==> src/hdl/oaf_pkg.sv <==
// shared constants for the outside address filter and repeater shelf logic
// Functional notes
// - outside address is 8 bits following each sync word; AC means all-call
// - three switch banks: receive match, repeat transmit address, configuration
// - RF signal must match receive address before keying repeater or wire send
// - receive address AC accepts all, passing received address unchanged on both paths
// - repeat modes insert transmit switch address unless receive address is AC
// - remote modes transmit on RF the address received from the wire line
// - non-AC match repeats with transmit switch address; wire keeps received address
// - all-call decode enabled accepts AC; repeats transmit switch address, wire gets AC
// - all-call decode disabled ignores non-matching addresses including AC; the judge still accepts AC in remote mode
// - configuration bank selects mode, RF and wire inversion, all-call decode enable
// - clear-mode monitor request disables receive tone squelch
// - guarded monitor acts as receive AC; wire unchanged, repeat with switch address
// - clear-mode wire keying clears monitor override, restoring normal operation
// - local or remote console transmit preempts repeating at once
// - remote-only station accepts all-call as well as its programmed address
package oaf_pkg;
    localparam int          ADDR_W        = 8;
    localparam logic [7:0]  ALL_CALL_ADDR = 8'hac;
    // configuration bank fields
    localparam int          CFG_MODE_LO   = 0;
    localparam int          CFG_RF_INV    = 2;
    localparam int          CFG_WIRE_INV  = 3;
    localparam int          CFG_ALL_CALL  = 4;
    localparam logic [7:0]  SWITCH_RESET  = 8'h00;
    // sync word pattern; arbitrary neutral value
    localparam int          SYNC_W        = 16;
    localparam logic [15:0] SYNC_PATTERN  = 16'h5a3c;

    typedef enum logic [1:0] {
        OAF_MODE_REMOTE,
        OAF_MODE_REPEAT,
        OAF_MODE_REMOTE_REPEAT,
        OAF_MODE_VOTED
    } oaf_mode_t;

    // exact 8-bit equality of two addresses
    function automatic logic oaf_addr_eq(input logic [7:0] a, input logic [7:0] b);
        return a == b;
    endfunction
endpackage

==> src/hdl/oaf_addr_if.sv <==
// carrier for the address caught after a sync word
`timescale 1ns/1ps
interface oaf_addr_if;
    logic       addr_valid;
    logic [7:0] address;
    logic       carrier;

    modport hunter (
        output addr_valid,
        output address,
        input  carrier
    );
    modport judge (
        input addr_valid,
        input address,
        input carrier
    );
endinterface

==> src/hdl/oaf_shelf.sv <==
// station shelf outside address screening, repeat keying and wire forwarding
`timescale 1ns/1ps
module oaf_shelf
    import oaf_pkg::*;
(
    input  wire logic       clk,
    input  wire logic       rst,
    input  wire logic [7:0] receive_match_switch,
    input  wire logic [7:0] repeat_transmit_address_switch,
    input  wire logic [7:0] station_config_switch,
    input  wire logic       rf_rx_carrier,
    input  wire logic       rf_rx_bit,
    input  wire logic       rf_rx_bit_stb,
    input  wire logic       wire_rx_guarded,
    input  wire logic [7:0] wire_rx_address,
    input  wire logic       wire_rx_clear_key,
    input  wire logic       clear_monitor_req,
    input  wire logic       guarded_monitor_req,
    input  wire logic       local_tx_cmd,
    input  wire logic       remote_tx_cmd,
    output logic            repeater_key,
    output logic            wire_send,
    output logic [7:0]      rf_tx_address,
    output logic            rf_tx_from_wire,
    output logic [7:0]      wire_tx_address,
    output logic            tone_squelch_disable,
    output logic            guarded_monitor_active,
    output logic            rf_data_invert,
    output logic            wire_data_invert,
    output logic            rx_rejected
);
    typedef enum logic [1:0] {
        OAF_IDLE,
        OAF_ACTIVE,
        OAF_PREEMPT,
        OAF_WIRE_TX
    } oaf_state_t;

    // two-flop synchronisers for every pin input
    localparam int PIN_W = 24 + 1 + 1 + 1 + 1 + 8 + 1 + 1 + 1 + 1 + 1;

    logic [PIN_W-1:0] pin_raw;
    logic [PIN_W-1:0] pin_s1;
    logic [PIN_W-1:0] pin_s2;

    assign pin_raw = {receive_match_switch, repeat_transmit_address_switch,
                      station_config_switch, rf_rx_carrier, rf_rx_bit, rf_rx_bit_stb,
                      wire_rx_guarded, wire_rx_address, wire_rx_clear_key,
                      clear_monitor_req, guarded_monitor_req, local_tx_cmd,
                      remote_tx_cmd};

    // pins pass two flip-flops before use
    always_ff @(posedge clk) begin
        if (rst) begin
            pin_s1 <= '0;
            pin_s2 <= '0;
        end else begin
            pin_s1 <= pin_raw;
            pin_s2 <= pin_s1;
        end
    end

    // synchronised copies, named by use
    logic [7:0] s_match;
    logic [7:0] s_txsw;
    logic [7:0] s_cfg;
    logic       s_carrier;
    logic       s_bit;
    logic       s_stb;
    logic       s_wguard;
    logic [7:0] s_waddr;
    logic       s_wclear;
    logic       s_cmon;
    logic       s_gmon;
    logic       s_console;

    assign s_match   = pin_s2[PIN_W-1 -: 8];
    assign s_txsw    = pin_s2[PIN_W-9 -: 8];
    assign s_cfg     = pin_s2[PIN_W-17 -: 8];
    assign s_carrier = pin_s2[16];
    assign s_bit     = pin_s2[15];
    assign s_stb     = pin_s2[14];
    assign s_wguard  = pin_s2[13];
    assign s_waddr   = pin_s2[12:5];
    assign s_wclear  = pin_s2[4];
    assign s_cmon    = pin_s2[3];
    assign s_gmon    = pin_s2[2];
    assign s_console = pin_s2[1] | pin_s2[0];

    // configuration bank decode
    oaf_mode_t mode;
    logic      has_repeat;
    logic      has_wire;

    assign mode       = oaf_mode_t'(s_cfg[CFG_MODE_LO +: 2]);
    assign has_repeat = (mode != OAF_MODE_REMOTE);
    assign has_wire   = (mode != OAF_MODE_REPEAT);

    // edge detection on synchronised request lines
    logic prev_stb, next_prev_stb;
    logic prev_cmon, next_prev_cmon;
    logic prev_gmon, next_prev_gmon;
    logic prev_wclr, next_prev_wclr;
    logic prev_wgrd, next_prev_wgrd;
    logic stb_rise, cmon_rise, gmon_rise, wclr_rise, wgrd_rise;

    always_comb begin
        next_prev_stb  = s_stb;
        next_prev_cmon = s_cmon;
        next_prev_gmon = s_gmon;
        next_prev_wclr = s_wclear;
        next_prev_wgrd = s_wguard;
        stb_rise       = s_stb & ~prev_stb;
        cmon_rise      = s_cmon & ~prev_cmon;
        gmon_rise      = s_gmon & ~prev_gmon;
        wclr_rise      = s_wclear & ~prev_wclr;
        wgrd_rise      = s_wguard & ~prev_wgrd;
    end

    always_ff @(posedge clk) begin
        if (rst) begin
            prev_stb  <= 1'b0;
            prev_cmon <= 1'b0;
            prev_gmon <= 1'b0;
            prev_wclr <= 1'b0;
            prev_wgrd <= 1'b0;
        end else begin
            prev_stb  <= next_prev_stb;
            prev_cmon <= next_prev_cmon;
            prev_gmon <= next_prev_gmon;
            prev_wclr <= next_prev_wclr;
            prev_wgrd <= next_prev_wgrd;
        end
    end

    // monitor overrides; a new request wins over a clear in the same cycle
    logic next_cmon_act;
    logic next_gmon_act;

    always_comb begin
        next_cmon_act = tone_squelch_disable;
        next_gmon_act = guarded_monitor_active;
        if (wclr_rise) begin
            next_cmon_act = 1'b0;
            next_gmon_act = 1'b0;
        end
        if (cmon_rise)
            next_cmon_act = 1'b1;
        if (gmon_rise)
            next_gmon_act = 1'b1;
    end

    always_ff @(posedge clk) begin
        if (rst) begin
            tone_squelch_disable   <= 1'b0;
            guarded_monitor_active <= 1'b0;
        end else begin
            tone_squelch_disable   <= next_cmon_act;
            guarded_monitor_active <= next_gmon_act;
        end
    end

    // received bit stream, inverted when the RF path asks for it
    oaf_addr_if ah ();
    logic       rx_bit_fixed;

    assign rx_bit_fixed = s_bit ^ s_cfg[CFG_RF_INV];
    assign ah.carrier   = s_carrier;

    oaf_sync_hunter u_hunter (
        .clk     (clk),
        .rst     (rst),
        .bit_in  (rx_bit_fixed),
        .bit_stb (stb_rise),
        .ah      (ah)
    );

    logic       j_done;
    logic       j_accept;
    logic [7:0] j_rep;
    logic [7:0] j_wire;

    oaf_addr_judge u_judge (
        .clk         (clk),
        .rst         (rst),
        .ah          (ah),
        .match_addr  (s_match),
        .repeat_addr (s_txsw),
        .all_call_en (s_cfg[CFG_ALL_CALL]),
        .remote_only (mode == OAF_MODE_REMOTE),
        .monitor     (guarded_monitor_active),
        .done        (j_done),
        .accept      (j_accept),
        .rep_out     (j_rep),
        .wire_out    (j_wire)
    );

    // main control: repeat or forward, with console preemption
    oaf_state_t state, next_state;
    logic       next_rkey;
    logic       next_wsend;
    logic [7:0] next_rf_addr;
    logic       next_from_wire;
    logic [7:0] next_wire_addr;
    logic       next_rejected;

    always_comb begin
        next_state     = state;
        next_rf_addr   = rf_tx_address;
        next_from_wire = rf_tx_from_wire;
        next_wire_addr = wire_tx_address;
        next_rejected  = 1'b0;
        case (state)
            OAF_IDLE: begin
                if (s_console) begin
                    next_state = OAF_PREEMPT;
                end else if (wgrd_rise && has_wire) begin
                    next_state     = OAF_WIRE_TX;
                    next_rf_addr   = s_waddr;
                    next_from_wire = 1'b1;
                end else if (j_done && j_accept && s_carrier) begin
                    next_state     = OAF_ACTIVE;
                    next_rf_addr   = j_rep;
                    next_wire_addr = j_wire;
                    next_from_wire = 1'b0;
                end else if (j_done) begin
                    next_rejected = 1'b1;
                end
            end
            OAF_ACTIVE: begin
                if (s_console)
                    next_state = OAF_PREEMPT;
                else if (!s_carrier)
                    next_state = OAF_IDLE;
                else if (j_done && !j_accept) begin
                    next_state    = OAF_IDLE;
                    next_rejected = 1'b1;
                end else if (j_done) begin
                    next_rf_addr   = j_rep;
                    next_wire_addr = j_wire;
                end
            end
            OAF_PREEMPT: begin
                if (!s_console)
                    next_state = OAF_IDLE;
            end
            OAF_WIRE_TX: begin
                if (s_console)
                    next_state = OAF_PREEMPT;
                else if (!s_wguard)
                    next_state = OAF_IDLE;
                else if (wgrd_rise)
                    next_rf_addr = s_waddr;
            end
            default: next_state = OAF_IDLE;
        endcase
        next_rkey  = (next_state == OAF_ACTIVE) && has_repeat;
        next_wsend = (next_state == OAF_ACTIVE) && has_wire;
        // wire origin flag stands only while the wire signal is being sent on
        next_from_wire = (next_state == OAF_WIRE_TX);
    end

    always_ff @(posedge clk) begin
        if (rst) begin
            state           <= OAF_IDLE;
            repeater_key    <= 1'b0;
            wire_send       <= 1'b0;
            rf_tx_address   <= 8'h00;
            rf_tx_from_wire <= 1'b0;
            wire_tx_address <= 8'h00;
            rx_rejected     <= 1'b0;
        end else begin
            state           <= next_state;
            repeater_key    <= next_rkey;
            wire_send       <= next_wsend;
            rf_tx_address   <= next_rf_addr;
            rf_tx_from_wire <= next_from_wire;
            wire_tx_address <= next_wire_addr;
            rx_rejected     <= next_rejected;
        end
    end

    // data inversion flags for the downstream paths
    always_ff @(posedge clk) begin
        if (rst) begin
            rf_data_invert   <= 1'b0;
            wire_data_invert <= 1'b0;
        end else begin
            rf_data_invert   <= s_cfg[CFG_RF_INV];
            wire_data_invert <= s_cfg[CFG_WIRE_INV];
        end
    end
endmodule

==> src/hdl/oaf_sync_hunter.sv <==
// finds the sync word in the received bit stream and captures the address
`timescale 1ns/1ps
module oaf_sync_hunter
    import oaf_pkg::*;
(
    input  wire logic   clk,
    input  wire logic   rst,
    input  wire logic   bit_in,
    input  wire logic   bit_stb,
    oaf_addr_if.hunter  ah
);
    typedef enum logic {OAF_HUNT, OAF_ADDR} oaf_hunt_t;

    oaf_hunt_t         state, next_state;
    logic [SYNC_W-1:0] sr, next_sr;
    logic [2:0]        cnt, next_cnt;
    logic [7:0]        addr, next_addr;
    logic              vld, next_vld;
    logic [SYNC_W-1:0] shifted;

    // hunt for sync, then gather eight address bits msb first
    always_comb begin
        shifted    = {sr[SYNC_W-2:0], bit_in};
        next_state = state;
        next_sr    = sr;
        next_cnt   = cnt;
        next_addr  = addr;
        next_vld   = 1'b0;
        if (!ah.carrier) begin
            next_state = OAF_HUNT;
            next_cnt   = 3'd0;
        end else if (bit_stb) begin
            case (state)
                OAF_HUNT: begin
                    next_sr = shifted;
                    if (shifted == SYNC_PATTERN) begin
                        next_state = OAF_ADDR;
                        next_cnt   = 3'd0;
                    end
                end
                OAF_ADDR: begin
                    next_addr = {addr[6:0], bit_in};
                    next_cnt  = cnt + 3'd1;
                    if (cnt == 3'd7) begin
                        next_vld   = 1'b1;
                        next_state = OAF_HUNT;
                        next_sr    = '0;
                    end
                end
                default: next_state = OAF_HUNT;
            endcase
        end
    end

    always_ff @(posedge clk) begin
        if (rst) begin
            state <= OAF_HUNT;
            sr    <= '0;
            cnt   <= 3'd0;
            addr  <= 8'h00;
            vld   <= 1'b0;
        end else begin
            state <= next_state;
            sr    <= next_sr;
            cnt   <= next_cnt;
            addr  <= next_addr;
            vld   <= next_vld;
        end
    end

    assign ah.addr_valid = vld;
    assign ah.address    = addr;
endmodule

==> src/hdl/oaf_addr_judge.sv <==
// decides acceptance of a received address and the addresses to send on
`timescale 1ns/1ps
module oaf_addr_judge
    import oaf_pkg::*;
(
    input  wire logic        clk,
    input  wire logic        rst,
    oaf_addr_if.judge        ah,
    input  wire logic [7:0]  match_addr,
    input  wire logic [7:0]  repeat_addr,
    input  wire logic        all_call_en,
    input  wire logic        remote_only,
    input  wire logic        monitor,
    output logic             done,
    output logic             accept,
    output logic [7:0]       rep_out,
    output logic [7:0]       wire_out
);
    logic       next_done, next_accept;
    logic [7:0] next_rep, next_wire;
    logic       any_addr, is_ac;

    // judge one captured address
    always_comb begin
        any_addr    = oaf_addr_eq(match_addr, ALL_CALL_ADDR) || monitor;
        is_ac       = oaf_addr_eq(ah.address, ALL_CALL_ADDR);
        next_done   = ah.addr_valid;
        next_accept = accept;
        next_rep    = rep_out;
        next_wire   = wire_out;
        if (ah.addr_valid) begin
            next_accept = any_addr
                || oaf_addr_eq(ah.address, match_addr)
                || (is_ac && (all_call_en || remote_only));
            next_wire = ah.address;
            if (oaf_addr_eq(match_addr, ALL_CALL_ADDR) && !monitor)
                next_rep = ah.address;
            else
                next_rep = repeat_addr;
        end
    end

    always_ff @(posedge clk) begin
        if (rst) begin
            done     <= 1'b0;
            accept   <= 1'b0;
            rep_out  <= 8'h00;
            wire_out <= 8'h00;
        end else begin
            done     <= next_done;
            accept   <= next_accept;
            rep_out  <= next_rep;
            wire_out <= next_wire;
        end
    end
endmodule

==> config.mk <==
export PLATFORM = sky130hd
export DESIGN_NAME = oaf_shelf
export DESIGN_NICKNAME = d
export VERILOG_FILES = /design/src/hdl/oaf_pkg.sv /design/src/hdl/oaf_addr_if.sv /design/src/hdl/oaf_shelf.sv /design/src/hdl/oaf_sync_hunter.sv /design/src/hdl/oaf_addr_judge.sv
export SDC_FILE = /design/constraint.sdc
export NUM_CORES = 1
export LEC_CHECK = 0
export BUFFER_PORTS_ARGS = -buffer_cell sky130_fd_sc_hd__buf_2
export CORE_UTILIZATION = 45
export DETAILED_ROUTE_END_ITERATION = 6
export PLACE_DENSITY_LB_ADDON = 0.08
export RECOVER_POWER = 25
export SLEW_MARGIN = 20
export SYNTH_ARGS = -nofsm -noshare
export SYNTH_HDL_FRONTEND = slang
export SYNTH_SLANG_ARGS = --single-unit
==> constraint.sdc <==
create_clock -name clk -period 2 [get_ports clk]
set_clock_uncertainty 0.2 [all_clocks]
set_input_delay 0 -clock clk [delete_from_list [all_inputs] [get_ports clk]]
set_output_delay 0 -clock clk [all_outputs]
set_load 0.005 [all_outputs]
==> results by group, run 1 <==
Outcome
  • Status: complete, but fails checks
  • Failing checks: DRC

Floorplan
  • Die X: 111.3 um
  • Initial Util: 46.70%
  • I/O pin cnt: 67
  • Rows: 39
  • Die area: 12390 um2
  • Core Area: 11520 um2
  • Die span in y: 111.3 um

Cells and area
  • Util after Layout: 62.58%
  • FILL cells: 948
  • FF+latch area: 3063 um2
  • Area Growth Syn to Fin: 34.02%
  • Nets@finish: 702
  • Layout cells sized above 1: 16.87%
  • Multi-input logic area: 2180 um2
  • N_diodes: 0

Routing
  • DR vias/cell: 4.798
  • TritonRoute pass-1 iters: 6
  • DRT Wirelength: 10630 um
  • Initial DRC Count: 239
  • Drt wl/cell: 13.07 um
  • Antenna viol nets, final: 0
  • DR vias: 3901
  • Remaining DRCs: 2

Timing
  • Slew HR: 67.93%
  • Max-slew violation count: 0
  • Post-layout min period: 1.924 ns
  • Final setup viols: 0
  • Fmax: 519.8 MHz
  • Unrepaired setup endpoints after global routing: no
  • Final Hold Violating Endpoints: 0
  • Final setup margin: 0.07629 ns
  • Final Cycle Share: 96.19%
  • Worst slew pin tran: 0.4810 ns

Worst setup path
  • Worst EP arrival: 2.02 ns
  • Crit Path Class: flop to flop
  • CP Capture Type: flop
  • Worst-path fanout max: 4
  • Startpoint Class: flop
  • R2r setup slk: 0.08 ns
  • WP data required: 2.10 ns

Clocking
  • Worst skew pair latency: 0.41 ns
  • H-tree Lvls: 4
  • Clk slew on worst S/H paths: 0.06 ns
  • CTS tree: built
  • Clock Tree Buf Depth: 2
  • Post-CTS Setup Bufs: 0
  • CTS buffer count: 17
  • Root Buffer: clkbuf_16
  • Clock sink count: 153

Synth
  • Post-Syn Nets: 569
  • Synthesized area: 5378 um2
  • Simple-gate share of the synthesized area: 22.59%
  • Synth Register Bits: 153
  • Sequential area share after synthesis: 56.96%
  • Post-synthesis mux area share: 6.142%
  • Syn Inst Count: 524
  • Largest family of logic cells by synthesized area: simple AND/OR/NAND/NOR gates
  • Post-synthesis xor/xnor area fraction: 1.466%
  • Post-Synth Adder-Cell Area: 0.4653%
  • Synth unique cells: 42
  • Post-Syn Area per Cell: 10.26 um2
  • Ys Warns: 0
  • Compound-Gate Fraction of Synth Area: 9.679%
  • Post-synth EDFFs: 0
  • Synth async-reset ratio: 0%
  • Dominant synthesized flop cell: dfxtp_1

Placement
  • Post-Place Worst Slack: -0.01474 ns
  • Final RePlAce weighted congestion: 0.7910
  • Port-buffer cells: 63
  • Hpwl dp: 6555 um

Worst hold path
  • Hold WC Path Type: primary input to flop

Global routing
  • Largest net degree at the start of global routing: 86
  • First-pass GRT wire length: 18100 um
  • GRT Util Overall: 18.63%
  • Initial antenna violation count: 0
  • GRT Residual Overflow: 0
  • Vias in the first global route: 3747

Pwr
  • Maximum VDD drop: 0.0005342 V
  • Cell area power density: 960.4 nW/um2
  • Overall Power: 6.921 mW
  • Leakage power: 2.845 nW

Job
  • Max-Cap Viols: 0
## per-layer routing
metal	wire length [um]	vias to the layer above	GRT usage, %	share of wire [%]
li1	-	2035	-	-
met1	5101	1795	23.73	48
met2	5128	61	29.96	48
met3	294	10	4.702	2.8
met4	104	0	8.108	0.98
met5	0	-	0	0
## kinds of logic after synthesis
| kind of cell | Yosys count |
|---|---|
| compound gates | 74 |
| simple gates | 215 |
| flops | 153 |
| mux | 33 |
| xor+xnor | 9 |
| buf+inv | 38 |
| fa+ha+maj | 2 |
## registers in the layout, indices dropped and copies added (netlist names), 2 cells and up
| register | flops |
|---|---|
| pin_s1 | 38 |
| pin_s2 | 38 |
| u_hunter.ah.address | 8 |
| u_judge.rep_out | 8 |
| state | 2 |
| wire_tx_address | 8 |
| u_hunter.sr | 15 |
| u_hunter.cnt | 3 |
| rf_tx_address | 8 |
| u_judge.wire_out | 8 |
## worst paths after layout
| check | startpoint | endpoint | depth (start not counted) |
|---|---|---|---|
| worst max-delay path | u_hunter.sr[0] | u_hunter.cnt[2] | 3 |
| worst min-delay path | clear_monitor_req | pin_s1[3] | 3 |
| worst max register to register | u_hunter.sr[0] | u_hunter.cnt[2] | 3 |
| worst min register to register | pin_s1[29] | pin_s2[29] | 1 |
## what timing repair did
| action | in CTS | in global routing |
|---|---|---|
| setup endpoints to repair | 3 | 3 |
| pin swaps | 0 | 1 |
| cloned | 0 | 0 |
| resized for setup | 1 | 0 |
| hold endpoints to repair | 97 | 0 |
| hold buffers | 67 | 0 |
## report_power, final
part	leakage [nW]	internal (mW)	total (mW)	switching, mW
sequential	1.25	3.14	3.19	0.0456
clock	0.294	2.15	3.33	1.18
combinational	1.30	0.239	0.404	0.165
## Yosys cell counts, types with 2 or more instances
cell type | instances | share of area (%)
a211oi_1 | 10 | 1.4
a21oi_1 | 21 | 2.0
a22oi_1 | 15 | 2.1
a311o_1 | 8 | 1.5
a31o_2 | 2 | 0.33
a32o_1 | 2 | 0.37
and3_1 | 2 | 0.23
buf_1 | 2 | 0.14
buf_2 | 2 | 0.19
clkbuf_1 | 30 | 2.1
dfxtp_1 | 153 | 57
ha_1 | 2 | 0.47
inv_1 | 4 | 0.28
mux2i_1 | 33 | 6.1
nand2_1 | 18 | 1.3
nand2b_1 | 29 | 3.4
nand3_1 | 3 | 0.28
nand4b_1 | 3 | 0.49
nor2_1 | 51 | 3.6
nor2b_1 | 89 | 10
nor3_1 | 3 | 0.28
nor3b_1 | 2 | 0.28
nor4_1 | 2 | 0.23
nor4bb_1 | 3 | 0.56
o211ai_1 | 3 | 0.42
o21ai_0 | 2 | 0.19
o22ai_1 | 8 | 0.93
xor2_1 | 8 | 1.3
## critical path: stages, from the launching register on
cell and delay [ns]:
dfxtp_1 0.31, or4b_1 0.51, or4_4 0.52, a32o_1 0.27
## per-stage QoR
step	hold WS [ns]	instances	TNS, ns	area (um2)
finish	0.1468	813	0	7207
global route	0.1730	813	0	7207
CTS	0.1381	813	0	7214
detailed placement	0.01255	714	-0.03060	5911
global placement	0.01086	714	0	5911
floorplan	-0.07182	524	0	5378
## cells in the final DEF, fill, tap and decap left out, types with 3 or more instances in the layout
cell,instances
mux2i_1,33
a211oi_1,10
inv_1,4
o211ai_1,3
xor2_1,8
o22ai_1,8
buf_2,56
a22oi_1,15
clkinvlp_4,5
bufinv_16,4
nand2b_1,29
dlygate4sd3_1,67
a311o_1,8
nor4bb_1,3
nor3_1,3
a21oi_1,21
clkbuf_1,6
clkinv_2,3
nand2_1,18
nor2b_1,89
buf_4,17
dfxtp_1,153
clkbuf_16,17
nand4b_1,3
nor2_1,51
nand3_1,3
## layout make-up
type,instances,share of cell area (%)
clock buffer,20,6.337
clock inverter,12,2.396
inverter,4,0.2083
multi-input combinational,333,30.24
sequential,153,42.50
tap,143,2.483
timing repair buffer,148,15.83
No activity file was read; power rests on OpenSTA's default activity.
==> inputs of run 2 (changes only) <==
==> constraint.sdc (replaced) <==
create_clock -name clk -period 2 [get_ports clk]
set_clock_uncertainty 0.2 [all_clocks]
set_input_delay 0 -clock clk [delete_from_list [all_inputs] [get_ports clk]]
set_output_delay 0 -clock clk [all_outputs]
set_load 0.02 [all_outputs]
==> results by group, run 2 (synthesized netlist as in run 1, its figures left out) <==
Routing
  • DRT Wirelength: 10630 um (about the same)
  • Initial DRC Count: 234 (was 239)
  • DR vias/cell: 4.822 (was 4.798)
  • Antenna viol nets, final: 0 (unchanged)
  • DR vias: 3920 (was 3901)
  • Drt wl/cell: 13.07 um (about the same)
  • Remaining DRCs: 2 (unchanged)
  • TritonRoute pass-1 iters: 6 (unchanged)

Timing
  • Worst slew pin tran: 0.4781 ns (was 0.4810 ns)
  • Setup TNS: 0 ns (unchanged)
  • Final Cycle Share: 96.15% (was 96.19%)
  • Slew HR: 68.13% (was 67.93%)
  • Hold Worst Slack: 0.1473 ns (was 0.1468 ns)
  • Unrepaired setup endpoints after global routing: no (unchanged)
  • Max-slew violation count: 0 (unchanged)
  • Fmax: 520.0 MHz (was 519.8 MHz)
  • Final setup viols: 0 (unchanged)
  • Final Hold Violating Endpoints: 0 (unchanged)
  • Post-layout min period: 1.923 ns (was 1.924 ns)

Floorplan
  • I/O pin cnt: 67 (unchanged)
  • Initial Util: 46.70% (unchanged)
  • Die X: 111.3 um (unchanged)
  • Die area: 12390 um2 (unchanged)
  • Rows: 39 (unchanged)
  • Die span in y: 111.3 um (unchanged)
  • Core Area: 11520 um2 (unchanged)

Pwr
  • Maximum VDD drop: 0.0005370 V (was 0.0005342 V)
  • Gate power share: 6.1% (was 5.8%)
  • Clock Power Share: 47.9% (was 48.1%)
  • Switching part of the total: 20.35% (was 20.13%)
  • Sequential share of power: 46.0% (was 46.1%)
  • Cell area power density: 965.0 nW/um2 (was 960.4 nW/um2)
  • Int Pwr: 5.528 mW (about the same)
  • Sw Pwr: 1.413 mW (was 1.393 mW)
  • Leakage power: 2.793 nW (was 2.845 nW)

Cells and area
  • N_diodes: 0 (unchanged)
  • Most frequent cells in the layout: dfxtp_1 (153), nor2b_1 (89), dlygate4sd3_1 (67) (unchanged)
  • Area Growth Syn to Fin: 33.74% (was 34.02%)
  • Layout cells sized above 1: 15.07% (was 16.87%)
  • Commonest non-fill, non-tap cell in the layout: dfxtp_1 (unchanged)
  • Nets@finish: 702 (unchanged)
  • Top flop regs: pin_s1 (38), pin_s2 (38), u_hunter.sr (15) (unchanged)

Global routing
  • Initial antenna violation count: 0 (unchanged)
  • Largest net degree at the start of global routing: 86 (unchanged)
  • GRT Util Overall: 18.63% (unchanged)
  • Vias in the first global route: 3747 (unchanged)
  • GRT Residual Overflow: 0 (unchanged)
  • First-pass GRT wire length: 18100 um (unchanged)

Placement
  • Port-buffer cells: 63 (unchanged)
  • Final RePlAce weighted congestion: 0.7910 (unchanged)
  • Hpwl dp: 6555 um (unchanged)

Worst hold path
  • Hold WC Path Type: primary input to flop (unchanged)
  • Worst hold stages: 3 (unchanged)

Clocking
  • CTS tree: built (unchanged)
  • Clock Tree Buf Depth: 2 (unchanged)
  • CTS buffer count: 17 (unchanged)
  • Worst skew pair latency: 0.41 ns (about the same)
  • H-tree Lvls: 4 (unchanged)
  • Root Buffer: clkbuf_16 (unchanged)
  • Clk slew on worst S/H paths: 0.06 ns (about the same)
  • Clock sink count: 153 (unchanged)
  • Post-CTS Setup Bufs: 0 (unchanged)

Outcome
  • Failing checks: DRC (unchanged)
  • Status: complete, but fails checks (unchanged)

Worst setup path
  • Worst path depth: 3 (unchanged)
  • Worst EP arrival: 2.02 ns (about the same)
  • WP data required: 2.10 ns (about the same)
  • Delay-heaviest family, CP: simple AND/OR/NAND/NOR gates (unchanged)
  • CP Capture Type: flop (unchanged)
  • CP max stage cell: or4_4 (unchanged)
  • Reg2reg path depth: 3 (unchanged)
  • R2r setup slk: 0.08 ns (about the same)
  • Largest stage delay, worst path: 0.52 ns (about the same)
  • Crit-path cells: or4b_1 -> or4_4 -> a32o_1 (unchanged)
  • Startpoint Class: flop (unchanged)
  • Crit Path Class: flop to flop (unchanged)
  • Worst Path Buf+Inv: 0 (unchanged)
  • Worst-path fanout max: 4 (unchanged)

Job
  • Max-Cap Viols: 0 (unchanged)
-- run 2: cell count changes in the layout (fill, tap and decap cells not counted) --
| cell | delta |
|---|---|
| buf_1 | -1 |
| clkbuf_1 | +13 |
| buf_2 | -12 |
-- run 2: metal layers --
layer | wire length, um | GRT usage [%] | vias up
met5 | 0 | 0 | -
met4 | 113 | 8.108 | 0
met3 | 320 | 4.702 | 10
met2 | 5090 | 29.96 | 69
met1 | 5102 | 23.73 | 1804
li1 | - | - | 2037
-- run 2: worst paths after layout --
check | start | endpoint
hold / removal | clear_monitor_req | pin_s1[3]
hold reg to reg | pin_s1[29] | pin_s2[29]
setup reg to reg | u_hunter.sr[0] | u_hunter.cnt[2]
setup / recovery | u_hunter.sr[0] | u_hunter.cnt[2]
-- run 2: area by class of cell --
type                            instances  area, um2
Clock buffer                           20      456.7
Clock inverter                         12      172.7
Fill cell                             952       4324
Inverter                                4      15.01
Multi-Input combinational cell        333       2180
Sequential cell                       153       3063
Tap cell                              143      178.9
Timing Repair Buffer                  148       1126
-- run 2: metrics by stage --
step           setup slack (ns)  instances  power, mW  util (%)  cell area [um2]
6_report                0.07700        813      6.940     62.45             7192
5_1_grt                0.008615        813      7.200     62.45             7192
4_1_cts                 0.01273        813      7.004     62.65             7214
3_5_place_dp           -0.01474        714      3.582     51.33             5911
3_3_place_gp            0.01562        714      3.572     51.33             5911
2_1_floorplan           0.05081        524      3.468         -             5378
-- run 2: timing repair --
item                                    in CTS  in global routing
hold buffers                                67                  0
hold endpoints to repair                    97                  0
endpoints found under the setup margin       3                  3
gates resized for setup                      1                  0
pin swaps                                    0                  1
-- run 2: worst register-to-register path, stage by stage (launching register included) --
cell,delay [ns]
dfxtp_1,0.31
or4b_1,0.51
or4_4,0.52
a32o_1,0.27
-- run 2: power groups by stage --
stage               logic, mW  clock network [mW]  registers (mW)
detailed placement      0.326                   0            3.26
floorplan               0.208                   0            3.26
global route            0.467                3.53            3.20
finish                  0.424                3.33            3.19
CTS                     0.425                3.39            3.19
global placement        0.319                   0            3.25
==> inputs of run 3 (changes only) <==
--- a/config.mk
+++ b/config.mk
@@ -7,5 +7,5 @@
 export LEC_CHECK = 0
 export BUFFER_PORTS_ARGS = -buffer_cell sky130_fd_sc_hd__buf_2
-export CORE_UTILIZATION = 45
+export CORE_UTILIZATION = 30
 export DETAILED_ROUTE_END_ITERATION = 6
 export PLACE_DENSITY_LB_ADDON = 0.08
==> constraint.sdc (replaced) <==
create_clock -name clk -period 2 [get_ports clk]
set_clock_uncertainty 0.2 [all_clocks]
set_input_delay 0 -clock clk [delete_from_list [all_inputs] [get_ports clk]]
set_output_delay 0 -clock clk [all_outputs]
set_load 0.01 [all_outputs]
==> results by group, run 3 (synthesized netlist as in run 1, its figures left out) <==
Clocking
  • H-tree Lvls: 4 (unchanged)
  • Post-CTS Setup Bufs: 0 (unchanged)
  • Clock sink count: 153 (unchanged)
  • CTS tree: built (unchanged)
  • Clk slew on worst S/H paths: 0.06 ns (about the same)
  • Root Buffer: clkbuf_16 (unchanged)
  • Clock Tree Buf Depth: 2 (unchanged)
  • Worst skew pair latency: 0.41 ns (about the same)
  • CTS buffer count: 17 (unchanged)

Timing
  • Final setup viols: 0 (unchanged)
  • Fmax: 518.4 MHz (was 520.0 MHz)
  • Final setup margin: 0.07115 ns (was 0.07700 ns)
  • Final Cycle Share: 96.44% (was 96.15%)
  • Max-slew violation count: 0 (unchanged)
  • Worst slew pin tran: 0.9273 ns (was 0.4781 ns)
  • Slew HR: 38.18% (was 68.13%)
  • Final Hold Violating Endpoints: 0 (unchanged)
  • Post-layout min period: 1.929 ns (was 1.923 ns)
  • Unrepaired setup endpoints after global routing: no (unchanged)

Worst hold path
  • Worst hold stages: 3 (unchanged)
  • HP Start: receive_match_switch[2] (was clear_monitor_req)
  • Hold WC Path Type: primary input to flop (unchanged)
  • Hold Crit Endpoint: pin_s1[35] (was pin_s1[3])

Worst setup path
  • Crit Path Class: flop to flop (unchanged)
  • Worst r2r src: u_hunter.sr[0] (unchanged)
  • CP Capture Type: flop (unchanged)
  • Reg2reg path depth: 3 (unchanged)
  • Worst-path fanout max: 4 (unchanged)
  • Largest stage delay, worst path: 0.52 ns (about the same)
  • R2r setup slk: 0.07 ns (was 0.08 ns)
  • Crit-path cells: or4b_1 -> or4_4 -> a32o_1 (unchanged)
  • Worst EP arrival: 2.03 ns (was 2.02 ns)
  • WP data required: 2.10 ns (about the same)
  • FF-to-FF End: u_hunter.cnt[2] (unchanged)
  • CP max stage cell: or4b_1 (was or4_4)
  • Startpoint Class: flop (unchanged)

Global routing
  • Initial antenna violation count: 0 (unchanged)
  • GRT Residual Overflow: 0 (unchanged)
  • GRT Util Overall: 12.73% (was 18.63%)
  • First-pass GRT wire length: 18100 um (unchanged)
  • Largest net degree at the start of global routing: 75 (was 86)
  • Vias in the first global route: 3671 (was 3747)

Placement
  • Final RePlAce weighted congestion: 0.7708 (was 0.7910)
  • Placement Cell Area: 6016 um2 (was 5911 um2)
  • Placed Cells incl. Taps: 798 (was 714)
  • Port-buffer cells: 63 (unchanged)
  • Hpwl dp: 7353 um (was 6555 um)
  • Post-Place Worst Slack: -0.02549 ns (was -0.01474 ns)

Cells and area
  • Top flop regs: pin_s1 (38), pin_s2 (38), u_hunter.sr (15) (unchanged)
  • Area Growth Syn to Fin: 29.97% (was 33.74%)
  • Fin area: 6989 um2 (was 7192 um2)
  • Most frequent cells in the layout: dfxtp_1 (153), nor2b_1 (89), nor2_1 (51) (was dfxtp_1 (153), nor2b_1 (89), dlygate4sd3_1 (67))
  • Util after Layout: 40.13% (was 62.45%)
  • N_diodes: 0 (unchanged)
  • Commonest non-fill, non-tap cell in the layout: dfxtp_1 (unchanged)
  • Post-route insts no fill: 874 (was 813)
  • Layout cells sized above 1: 14.33% (was 15.07%)
  • Nets@finish: 683 (was 702)

Pwr
  • Maximum VDD drop: 0.0006367 V (was 0.0005370 V)
  • Gate power share: 5.8% (was 6.1%)
  • Sequential share of power: 48.9% (was 46.0%)
  • Cell area power density: 933.0 nW/um2 (was 965.0 nW/um2)
  • Switching part of the total: 20.92% (was 20.35%)
  • Sw Pwr: 1.364 mW (was 1.413 mW)
  • Int Pwr: 5.157 mW (was 5.528 mW)
  • Clock Power Share: 45.3% (was 47.9%)
  • Leakage power: 2.627 nW (was 2.793 nW)

Routing
  • Antenna viol nets, final: 0 (unchanged)
  • Remaining DRCs: 0 (was 2)
  • DRT Wirelength: 11040 um (was 10630 um)
  • DR vias/cell: 4.363 (was 4.822)
  • DR vias: 3813 (was 3920)
  • TritonRoute pass-1 iters: 5 (was 6)
  • Initial DRC Count: 214 (was 234)
  • Drt wl/cell: 12.63 um (was 13.07 um)

Floorplan
  • Die area: 18460 um2 (was 12390 um2)
  • Initial Util: 30.88% (was 46.70%)
  • Rows: 48 (was 39)
  • Core Area: 17420 um2 (was 11520 um2)
  • I/O pin cnt: 67 (unchanged)
  • Die X: 135.9 um (was 111.3 um)
  • Die span in y: 135.9 um (was 111.3 um)

Job
  • Max-Cap Viols: 0 (unchanged)

Outcome
  • Status: complete, no violations (was complete, but fails checks)
-- run 3: cell types whose count changed in the layout (fill, tap and decap cells not counted), moves of 2 or more --
cell / delta
buf_2: -5
buf_4: +2
bufinv_16: -2
clkbuf_1: +8
clkbuf_8: -2
clkinv_2: +3
clkinvlp_4: -3
dlygate4sd3_1: -21
-- run 3: worst max-delay path by stage --
stage,start,endpoint
finish,u_hunter.sr[0],u_hunter.cnt[2]
CTS,u_hunter.sr[0],u_hunter.cnt[2]
global route,pin_s2[17],wire_tx_address[0]
global placement,u_hunter.sr[0],u_hunter.cnt[1]
detailed placement,u_hunter.sr[5],u_hunter.cnt[2]
floorplan,u_hunter.sr[0],u_hunter.cnt[1]
-- run 3: repair_timing --
item	CTS	global route
endpoints found under the setup margin	3	3
resized for setup	1	0
hold buffers	46	0
endpoints found under the hold margin	53	0
pin swaps	0	1
-- run 3: worst max-delay path: cells and delay by family (launching register included) --
kind            cells  cell delay [ns]
simple gates        2             1.04
flops               1             0.31
compound gates      1             0.27
-- run 3: power groups by stage --
stage | logic [mW] | clock network [mW] | registers (mW)
3_5_place_dp | 0.319 | 0 | 3.26
3_3_place_gp | 0.314 | 0 | 3.25
2_1_floorplan | 0.208 | 0 | 3.25
6_report | 0.376 | 2.95 | 3.19
5_1_grt | 0.421 | 3.18 | 3.20
4_1_cts | 0.388 | 3.04 | 3.19
-- run 3: area by class of cell --
| class | count | area [um2] |
|---|---|---|
| Sequential cell | 153 | 3063 |
| Clock buffer | 20 | 436.7 |
| Tap cell | 225 | 281.5 |
| Multi-Input combinational cell | 333 | 2180 |
| Fill cell | 1740 | 10430 |
| Inverter | 4 | 15.01 |
| Clock inverter | 10 | 105.1 |
| Timing Repair Buffer | 129 | 908.4 |
-- run 3: per-stage QoR --
step	TNS, ns	total power, mW	hold slack (ns)
floorplan	0	3.454	-0.07182
global placement	0	3.569	0.01261
detailed placement	-0.05434	3.575	0.01209
CTS	0	6.619	0.1125
global route	0	6.804	0.1403
finish	0	6.521	0.1316
-- run 3: layer usage --
layer	GRT usage (%)	share of wire, %
met1	17.33	52
met4	4.074	0.91
met3	3.840	3.4
met2	19.16	44
met5	0	0
